[src/common/icp_pkg.sv]
// Constants and types shared by the inverter current-mode PI controller
package icp_pkg;
  // Clock and loop timing
  localparam int unsigned ICP_CLK_HZ = 200_000_000;
  localparam int unsigned ICP_CUR_LOOP_NS = 50_000;
  localparam int unsigned ICP_VOL_LOOP_NS = 100_000;
  // Half carrier period in cycles: up ramp plus down ramp is one loop
  localparam int unsigned ICP_CARRIER_HALF =
    ICP_CUR_LOOP_NS * (ICP_CLK_HZ / 1_000_000) / 1000 / 2;
  localparam int unsigned ICP_VOL_DIV = ICP_VOL_LOOP_NS / ICP_CUR_LOOP_NS;
  localparam int unsigned ICP_CNT_W = 16;
  // Sense code layout
  localparam logic [15:0] ICP_ADC_ZERO = 16'h7FC0;
  localparam logic [15:0] ICP_ADC_POS_FULL = 16'h0000;
  localparam logic [15:0] ICP_ADC_NEG_FULL = 16'hFFC0;
  // Current regulator coefficients and fractional formats
  localparam logic signed [15:0] ICP_CUR_KP = 16'sh0400;
  localparam logic signed [15:0] ICP_CUR_KI = 16'sh01E2;
  localparam logic signed [15:0] ICP_CUR_KC = 16'sh0F12;
  localparam int ICP_CUR_QP = 9;
  localparam int ICP_CUR_QI = 9;
  localparam int ICP_CUR_QC = 13;
  // Voltage regulator coefficients and fractional formats
  localparam logic signed [15:0] ICP_VOL_KP = 16'sh7FFF;
  localparam logic signed [15:0] ICP_VOL_KI = 16'sh0507;
  localparam logic signed [15:0] ICP_VOL_KC = 16'sh0507;
  localparam int ICP_VOL_QP = 15;
  localparam int ICP_VOL_QI = 12;
  localparam int ICP_VOL_QC = 12;
  // Default output limits
  localparam logic signed [15:0] ICP_VOL_UPPER_LIMIT = 16'sh4000;
  localparam logic signed [15:0] ICP_VOL_LOWER_LIMIT = -16'sh4000;
  localparam logic signed [15:0] ICP_CUR_UPPER_LIMIT = 16'sh2000;
  localparam logic signed [15:0] ICP_CUR_LOWER_LIMIT = -16'sh2000;
  // Command to compare scaling, sine reference defaults and dead-time counter ceiling
  localparam int ICP_CMP_SHIFT = 2;
  localparam logic signed [15:0] ICP_SINE_AMP = 16'sh6000;
  localparam logic [15:0] ICP_PHASE_INC = 16'h0148;
  localparam logic [7:0] ICP_DT_MAX = 8'hFF;
  // Regulator sequencing states
  typedef enum logic [1:0] {
    ICP_PI_IDLE = 2'b00,
    ICP_PI_RAW = 2'b01,
    ICP_PI_INTEG = 2'b10
  } icp_pi_state_e;
endpackage : icp_pkg

[src/rtl/icp_inverter_ctrl.sv]
// Two-loop current-mode inverter controller with dead-time PWM
`timescale 1ns/1ps
`default_nettype none
module icp_inverter_ctrl
  import icp_pkg::*;
#(
  parameter int unsigned P_CARRIER_HALF = ICP_CARRIER_HALF,
  parameter logic [15:0] P_PHASE_INC = ICP_PHASE_INC,
  parameter logic signed [15:0] P_SINE_AMP = ICP_SINE_AMP,
  parameter logic signed [15:0] P_VOL_UPPER_LIMIT = ICP_VOL_UPPER_LIMIT,
  parameter logic signed [15:0] P_VOL_LOWER_LIMIT = ICP_VOL_LOWER_LIMIT,
  parameter logic signed [15:0] P_CUR_UPPER_LIMIT = ICP_CUR_UPPER_LIMIT,
  parameter logic signed [15:0] P_CUR_LOWER_LIMIT = ICP_CUR_LOWER_LIMIT
) (
  // Clock and reset
  input wire logic i_clk,
  input wire logic i_sys_rst,
  // Sense codes from the converter logic, same clock
  input wire logic [15:0] i_voltage_sense_channel,
  input wire logic [15:0] i_current_sense_channel,
  // Dead time setting in clock cycles
  input wire logic [7:0] i_dead_time_control,
  // Gate drive
  output logic o_high_side_gate,
  output logic o_low_side_gate,
  // Observation
  output logic [15:0] o_inverter_compare_value,
  output logic signed [15:0] o_current_command,
  output logic signed [15:0] o_voltage_reference,
  output logic o_carrier_underflow
);
  localparam logic [ICP_CNT_W-1:0] HALF = ICP_CNT_W'(P_CARRIER_HALF);
  localparam logic [ICP_CNT_W-1:0] MID = ICP_CNT_W'(P_CARRIER_HALF / 2);

  // Whole controller state
  typedef struct packed {
    logic [ICP_CNT_W-1:0] cnt;
    logic down;
    logic uf;
    logic vturn;
    logic [15:0] phase;
    logic signed [15:0] vref;
    logic signed [15:0] vout;
    logic signed [15:0] iout;
    logic signed [15:0] verr;
    logic signed [15:0] ierr;
    logic signed [15:0] icmd;
    logic vstart;
    logic istart;
    logic [ICP_CNT_W-1:0] shadow;
    logic [ICP_CNT_W-1:0] active;
    logic pwm;
    logic [7:0] dt;
    logic hi;
    logic lo;
  } icp_ctrl_s;

  icp_ctrl_s r;
  icp_ctrl_s n;

  // Regulator answers
  logic signed [15:0] vpi_out;
  logic vpi_done;
  logic signed [15:0] ipi_out;
  logic ipi_done;

  // Saturate a 17-bit signed difference into 16 bits
  function automatic logic signed [15:0] sat16(input logic signed [16:0] x);
    if (x > 17'sh07FFF) begin
      return 16'sh7FFF;
    end else if (x < -17'sh08000) begin
      return -16'sh8000;
    end
    return x[15:0];
  endfunction : sat16

  // Decode an inverted, offset sense code into a signed sample
  function automatic logic signed [15:0] decode(input logic [15:0] code);
    return sat16($signed({1'b0, ICP_ADC_ZERO}) - $signed({1'b0, code}));
  endfunction : decode

  // Quarter-wave sine lookup, full scale 7FFFh, 64 steps a cycle
  function automatic logic signed [15:0] sine_at(input logic [15:0] ph);
    logic [3:0] idx;
    logic [15:0] mag;
    logic signed [31:0] prod;
    idx = ph[14] ? ~ph[13:10] : ph[13:10];
    case (idx)
      4'h0: mag = 16'h0000;
      4'h1: mag = 16'h0C8C;
      4'h2: mag = 16'h18F9;
      4'h3: mag = 16'h2528;
      4'h4: mag = 16'h30FB;
      4'h5: mag = 16'h3C56;
      4'h6: mag = 16'h471C;
      4'h7: mag = 16'h5133;
      4'h8: mag = 16'h5A82;
      4'h9: mag = 16'h62F1;
      4'hA: mag = 16'h6A6D;
      4'hB: mag = 16'h70E2;
      4'hC: mag = 16'h7641;
      4'hD: mag = 16'h7A7C;
      4'hE: mag = 16'h7D89;
      default: mag = 16'h7F61;
    endcase
    prod = $signed({1'b0, mag}) * P_SINE_AMP;
    prod = prod >>> 15;
    return ph[15] ? -prod[15:0] : prod[15:0];
  endfunction : sine_at

  // Map the current regulator output to an integer compare value
  function automatic logic [ICP_CNT_W-1:0] to_compare(
    input logic signed [15:0] u);
    logic signed [17:0] c;
    c = $signed({2'b00, MID}) + 18'(u >>> ICP_CMP_SHIFT);
    if (c < 18'sd0) begin
      return '0;
    end else if (c > $signed({2'b00, HALF})) begin
      return HALF;
    end
    return c[ICP_CNT_W-1:0];
  endfunction : to_compare

  // Next state for carrier, sampling, loop sequencing and gate drive
  always_comb begin
    n = r;
    n.uf = 1'b0;
    n.vstart = 1'b0;
    n.istart = 1'b0;
    // Up/down carrier; underflow flagged when the count reaches zero
    if (r.down) begin
      n.cnt = r.cnt - 1'b1;
      if (r.cnt == ICP_CNT_W'(1)) begin
        n.down = 1'b0;
        n.uf = 1'b1;
      end
    end else begin
      n.cnt = r.cnt + 1'b1;
      if (r.cnt == HALF - 1'b1) begin
        n.down = 1'b1;
      end
    end
    // Underflow: sample sense codes, start loops, load active compare
    if (r.uf) begin
      n.iout = decode(i_current_sense_channel);
      n.ierr = sat16(17'(r.icmd) - 17'(n.iout));
      n.istart = 1'b1;
      n.active = r.shadow;
      n.vturn = ~r.vturn;
      if (r.vturn) begin
        // Voltage pass on alternate samples only
        n.vout = decode(i_voltage_sense_channel);
        n.verr = sat16(17'(r.vref) - 17'(n.vout));
        n.vstart = 1'b1;
        n.phase = r.phase + P_PHASE_INC;
        n.vref = sine_at(n.phase);
      end
    end
    // Completed voltage pass becomes the current command
    if (vpi_done) begin
      n.icmd = vpi_out;
    end
    // Completed current pass lands in the shadow stage
    if (ipi_done) begin
      n.shadow = to_compare(ipi_out);
    end
    // Carrier compare with dead time counted from each edge
    n.pwm = r.active > r.cnt;
    if (n.pwm != r.pwm) begin
      n.dt = '0;
    end else if (r.dt != ICP_DT_MAX) begin
      n.dt = r.dt + 1'b1;
    end
    n.hi = n.pwm && (n.dt >= i_dead_time_control);
    n.lo = !n.pwm && (n.dt >= i_dead_time_control);
  end

  // State register
  always_ff @(posedge i_clk or posedge i_sys_rst) begin
    if (i_sys_rst) begin
      r <= '0;
    end else begin
      r <= n;
    end
  end

  // Outer voltage regulator
  icp_pi #(
    .P_KP(ICP_VOL_KP),
    .P_KI(ICP_VOL_KI),
    .P_KC(ICP_VOL_KC),
    .P_QP(ICP_VOL_QP),
    .P_QI(ICP_VOL_QI),
    .P_QC(ICP_VOL_QC),
    .P_UPPER_LIMIT(P_VOL_UPPER_LIMIT),
    .P_LOWER_LIMIT(P_VOL_LOWER_LIMIT)
  ) u_voltage_pi_regulator (
    .i_clk(i_clk),
    .i_sys_rst(i_sys_rst),
    .i_start(r.vstart),
    .i_err(r.verr),
    .o_out(vpi_out),
    .o_done(vpi_done)
  );

  // Inner current regulator
  icp_pi #(
    .P_KP(ICP_CUR_KP),
    .P_KI(ICP_CUR_KI),
    .P_KC(ICP_CUR_KC),
    .P_QP(ICP_CUR_QP),
    .P_QI(ICP_CUR_QI),
    .P_QC(ICP_CUR_QC),
    .P_UPPER_LIMIT(P_CUR_UPPER_LIMIT),
    .P_LOWER_LIMIT(P_CUR_LOWER_LIMIT)
  ) u_current_pi_regulator (
    .i_clk(i_clk),
    .i_sys_rst(i_sys_rst),
    .i_start(r.istart),
    .i_err(r.ierr),
    .o_out(ipi_out),
    .o_done(ipi_done)
  );

  assign o_high_side_gate = r.hi;
  assign o_low_side_gate = r.lo;
  assign o_inverter_compare_value = r.active;
  assign o_current_command = r.icmd;
  assign o_voltage_reference = r.vref;
  assign o_carrier_underflow = r.uf;

  // Helper: cycles since last underflow, and whether the last current start had a voltage pass
  logic [15:0] gap_r;
  logic seen_r;
  logic last_v_r;
  always_ff @(posedge i_clk or posedge i_sys_rst) begin
    if (i_sys_rst) begin
      gap_r <= '0;
      seen_r <= 1'b0;
      last_v_r <= 1'b0;
    end else begin
      gap_r <= r.uf ? 16'd1 : gap_r + 16'd1;
      seen_r <= seen_r | r.uf;
      if (r.istart) begin
        last_v_r <= r.vstart;
      end
    end
  end
endmodule : icp_inverter_ctrl
`default_nettype wire

[src/rtl/icp_pi.sv]
// PI regulator with output saturation and integral correction
`timescale 1ns/1ps
`default_nettype none
module icp_pi
  import icp_pkg::*;
#(
  parameter logic signed [15:0] P_KP = ICP_CUR_KP,
  parameter logic signed [15:0] P_KI = ICP_CUR_KI,
  parameter logic signed [15:0] P_KC = ICP_CUR_KC,
  parameter int P_QP = ICP_CUR_QP,
  parameter int P_QI = ICP_CUR_QI,
  parameter int P_QC = ICP_CUR_QC,
  parameter logic signed [15:0] P_UPPER_LIMIT = ICP_CUR_UPPER_LIMIT,
  parameter logic signed [15:0] P_LOWER_LIMIT = ICP_CUR_LOWER_LIMIT
) (
  // Clock and reset
  input wire logic i_clk,
  input wire logic i_sys_rst,
  // Request
  input wire logic i_start,
  input wire logic signed [15:0] i_err,
  // Answer
  output logic signed [15:0] o_out,
  output logic o_done
);
  // Whole regulator state
  typedef struct packed {
    icp_pi_state_e st;
    logic signed [15:0] err;
    logic signed [31:0] raw;
    logic signed [31:0] integ;
    logic signed [15:0] us;
    logic done;
  } icp_pi_s;

  icp_pi_s r;
  icp_pi_s n;

  // Coefficient product rescaled by its fractional format
  function automatic logic signed [31:0] scale_mul(
    input logic signed [15:0] k, input logic signed [31:0] x, input int q);
    logic signed [47:0] p;
    p = k * x;
    p = p >>> q;
    return p[31:0];
  endfunction : scale_mul

  // Next state: latch error, form raw and limited output, then integrate
  always_comb begin
    n = r;
    n.done = 1'b0;
    case (r.st)
      ICP_PI_IDLE: begin
        if (i_start) begin
          n.err = i_err;
          n.st = ICP_PI_RAW;
        end
      end
      ICP_PI_RAW: begin
        n.raw = scale_mul(P_KP, 32'(r.err), P_QP) + r.integ;
        if (n.raw >= 32'(P_UPPER_LIMIT)) begin
          n.us = P_UPPER_LIMIT;
        end else if (n.raw <= 32'(P_LOWER_LIMIT)) begin
          n.us = P_LOWER_LIMIT;
        end else begin
          n.us = n.raw[15:0];
        end
        n.st = ICP_PI_INTEG;
      end
      ICP_PI_INTEG: begin
        // Correction term bleeds the integral back while saturated
        n.integ = r.integ + scale_mul(P_KI, 32'(r.err), P_QI)
          + scale_mul(P_KC, 32'(r.us) - r.raw, P_QC);
        n.done = 1'b1;
        n.st = ICP_PI_IDLE;
      end
      default: begin
        n.st = ICP_PI_IDLE;
      end
    endcase
  end

  // State register
  always_ff @(posedge i_clk or posedge i_sys_rst) begin
    if (i_sys_rst) begin
      r <= '0;
    end else begin
      r <= n;
    end
  end

  assign o_out = r.us;
  assign o_done = r.done;
endmodule : icp_pi
`default_nettype wire
[config.mk]
export PLATFORM = sky130hd
export DESIGN_NAME = icp_inverter_ctrl
export DESIGN_NICKNAME = d
export VERILOG_FILES = /design/src/common/icp_pkg.sv /design/src/rtl/icp_inverter_ctrl.sv /design/src/rtl/icp_pi.sv
export SDC_FILE = /design/constraint.sdc
export NUM_CORES = 2
export LEC_CHECK = 0
export ABC_AREA = 1
export ABC_CLOCK_PERIOD_IN_PS = 10800
export BUFFER_PORTS_ARGS = -buffer_cell sky130_fd_sc_hd__buf_4
export CAP_MARGIN = 30
export CORE_MARGIN = 1
export CORE_UTILIZATION = 35
export CTS_CLUSTER_SIZE = 28
export DETAILED_ROUTE_END_ITERATION = 6
export PLACE_DENSITY = 0.48
export REMOVE_ABC_BUFFERS = 1
export SYNTH_ARGS = -nofsm -noshare
export SYNTH_HDL_FRONTEND = slang
export SYNTH_SLANG_ARGS = --single-unit
[constraint.sdc]
create_clock -name i_clk -period 10.8 [get_ports i_clk]
set_clock_uncertainty 0.05 [all_clocks]
set_input_delay 0.54 -clock i_clk [delete_from_list [all_inputs] [get_ports i_clk]]
set_output_delay 0.54 -clock i_clk [all_outputs]
set_load 0.02 [all_outputs]
==> metrics.txt <==
routed wire length on met2 66000 um; max cap viols 0; ratio of total power to cell area 55.7 nW/um^2; Die ar. 148000 sq um; critical path's largest stage delay 0.55 ns; area growth from synthesis to final layout 8.59%; clock slew at reported path FFs 0.06 ns; Detailed Route Iter0 Violations 2058; Crit path top cell by count nand2_1; CP Buf/Inv Count 9; Post-Place Cells 8465; count of final hold-check violations 0; CTS tree done; Post-synth top flop dfrtp_1; Vias/cell 4.90; Routed Antenna Nets 0; Final TNS setup 0 ns; status finished, final reports clean; Remaining DRCs 0; Levels on crit path 50; Hold WS 0.304 ns; DR top layer met4; Filler cells 15300; Critical Path Source Type flop; Clock Sinks 337; wire length on met3 3540 um; crit path launch u_current_pi_regulator.o_out[0]; Critical Path AT 10.41 ns; area of the multi-input gates 37300 sq um; gr usage total 0.193; HP Class input pin to flop; total vias in the final route 41900; grt total ovfl 0; worst-path fanout max 5; Max Freq 101 MHz; Core Util, Final 0.385; die width 384 um; post-synth top area share 0.200; largest cells by area after synthesis ha_1, dfrtp_1, fa_1; library cells used by synthesis 69; area leader, netlist ha_1; dpl cell area 53900 sq um; Cells after Synth 6556; Tightest Pin Transition 0.956 ns; design area 55500 sq um; post-route met1 wirelength 67500 um; boundary pin count 93; Syn. warnings 0; CP top delay family adder cells; global-route wire length before repair 230000 um; number of setup buffers added after CTS 0; Rel. slew slack 0.363; PortBufs 92; element type at the critical path end flop; htree depth 2; required time of the worst setup path 11.29 ns; vias in the first global route 42900; core box area 144000 sq um; FF+latch count, synth 337; CTS max path bufs 3; Post-Syn Area 51100 sq um; Die Y 384 um; fin nets 7885; WL/cell 16.4 um; sequential share of the synthesized area 0.165; final setup fails 0; async set-reset flop share out of synthesis 1.00; RSZ-0062 raised after global routing false; most frequent cells in the layout inv_1, nand2_1, ha_1, a21oi_1, fa_1; maximum number of pins on one net before global-route repair 153; Detailed Place HPWL 119000 um; initial antenna violation count 1; most common cell after layout, fill and taps aside inv_1; syn avg cell area 7.80 sq um; share of cells above drive strength 1 0.0534; Post-Layout Cell Count 8553; Final min period 9.92 ns; Post-synth EDFFs 0; Worst R2R Setup Slack 0.88 ns; fin crit share 0.919; GP Congestion 0.866; CTS Root Cell clkbuf_16; crit path kind flop to flop; Num CTS Buffers 47; clock latency on the worst-skew pair 0.65 ns; diode count 0; Reg-to-Reg End u_current_pi_regulator.r[48]; Peak supply drop 0.106 mV; Critical Path End u_current_pi_regulator.r[48]; Lkg Pwr 31.4 nW; RR Startpoint u_current_pi_regulator.o_out[0]; r2r worst-path depth 50; row cnt 139; register area 8430 sq um; Slowest cell on crit path fa_1; WL final 140000 um; Final Slew Violations 0; Initial Util 0.354; 1st-pass router iterations 5
-- worst min-delay path by stage --
stage                           start                to  slack [ns]  cells past startpoint
4_1_cts        i_dead_time_control[7]  o_high_side_gate        0.25                      5
6_report       i_dead_time_control[7]  o_high_side_gate        0.30                      5
5_1_grt        i_dead_time_control[7]  o_high_side_gate        0.30                      5
3_3_place_gp                    r[41]             r[41]        0.40                      2
3_5_place_dp                   r[175]            r[175]        0.41                      1
2_1_floorplan                  r[175]            r[175]        0.39                      1
-- worst reg2reg max path: cells and delay by family (launching register included) --
kind | cells | cell delay [ns]
and+or+nand+nor | 20 | 2.14
xor gates and xnor gates | 2 | 0.55
DFF | 1 | 0.38
buffers and inverters | 9 | 0.62
adders and majority gates | 10 | 4.15
AOI/OAI and AO/OA | 9 | 1.90
-- power breakdown --
| part | switching, W | internal [W] | total, W | leakage, nW |
|---|---|---|---|---|
| Clock | 0.000698 | 0.000974 | 0.00167 | 0.807 |
| Combinational | 0.0000901 | 0.0000508 | 0.000141 | 26.0 |
| Sequential | 0.00000270 | 0.00127 | 0.00128 | 4.60 |
-- what timing repair did --
action / 4_1_cts / 5_1_grt
endpoints found under the setup margin: 0 / 0
hold buffers: 1 / 0
endpoints found under the hold margin: 55 / 0
gates resized for setup: 0 / 0
-- metal layers --
layer,track usage,vias to the layer above
li1,-,21300
met1,0.264,19900
met2,0.330,474
met3,0.0156,128
met4,0.0431,0
met5,0,-
-- synthesized netlist by cell type, drive strengths merged (3+ instances only) --
library cell	number
inv	1265
nand2	1150
ha	816
a21oi	463
nor2	423
o21ai	416
fa	415
dfrtp	337
xor2	251
nand3	234
xnor2	121
nand4	78
nor3	68
buf	62
clkbuf	56
a31oi	53
or2	47
o21bai	42
a21o	35
a22oi	26
o21a	26
nor4	25
o211ai	24
o31ai	17
a21boi	14
mux2	14
o221ai	11
a211oi	10
nand3b	10
o22ai	9
a31o	5
and3	5
a221oi	4
and2	4
clkinv	4
o2111ai	3
-- cells by family (layout without fill, tap and decap cells) --
kind of cell | after synthesis | in the layout | share of synthesized area
and+or+nand+nor | 2047 | 2047 | 0.169
AOI/OAI and AO/OA | 1167 | 1167 | 0.130
other | 1 | 2 | 0.0000733
adders and majority gates | 1231 | 1231 | 0.362
xor gates and xnor gates | 372 | 372 | 0.0640
buffers and inverters | 1387 | 1480 | 0.106
muxes | 14 | 14 | 0.00308
DFF | 337 | 337 | 0.165
-- through the flow --
step                      total power [W]  worst slack (ns)
after global placement            0.00144             0.804
final                             0.00309             0.876
after global routing              0.00322             0.135
after detailed placement          0.00145             0.880
after floorplan                   0.00140             0.872
after CTS                         0.00316             0.791
-- sequential cells by signal (all words and copies together), names as in the netlist --
register                       count
o_high_side_gate                   1
r                                 89
u_voltage_pi_regulator.o_done      1
o_voltage_reference               16
o_low_side_gate                    1
u_current_pi_regulator.r          82
u_voltage_pi_regulator.r          82
u_current_pi_regulator.o_done      1
o_inverter_compare_value          15
u_voltage_pi_regulator.o_out      16
u_current_pi_regulator.o_out      16
o_current_command                 16
o_carrier_underflow                1
-- area by class of cell --
cell class,count,share of cell area
timing repair buffer,124,0.0178
inverter,1269,0.0859
multi-input combinational,4833,0.672
tap,1903,0.0429
clock buffer,65,0.0247
sequential,337,0.152
clock inverter,22,0.00512
Power figures use the tool's default switching activity.
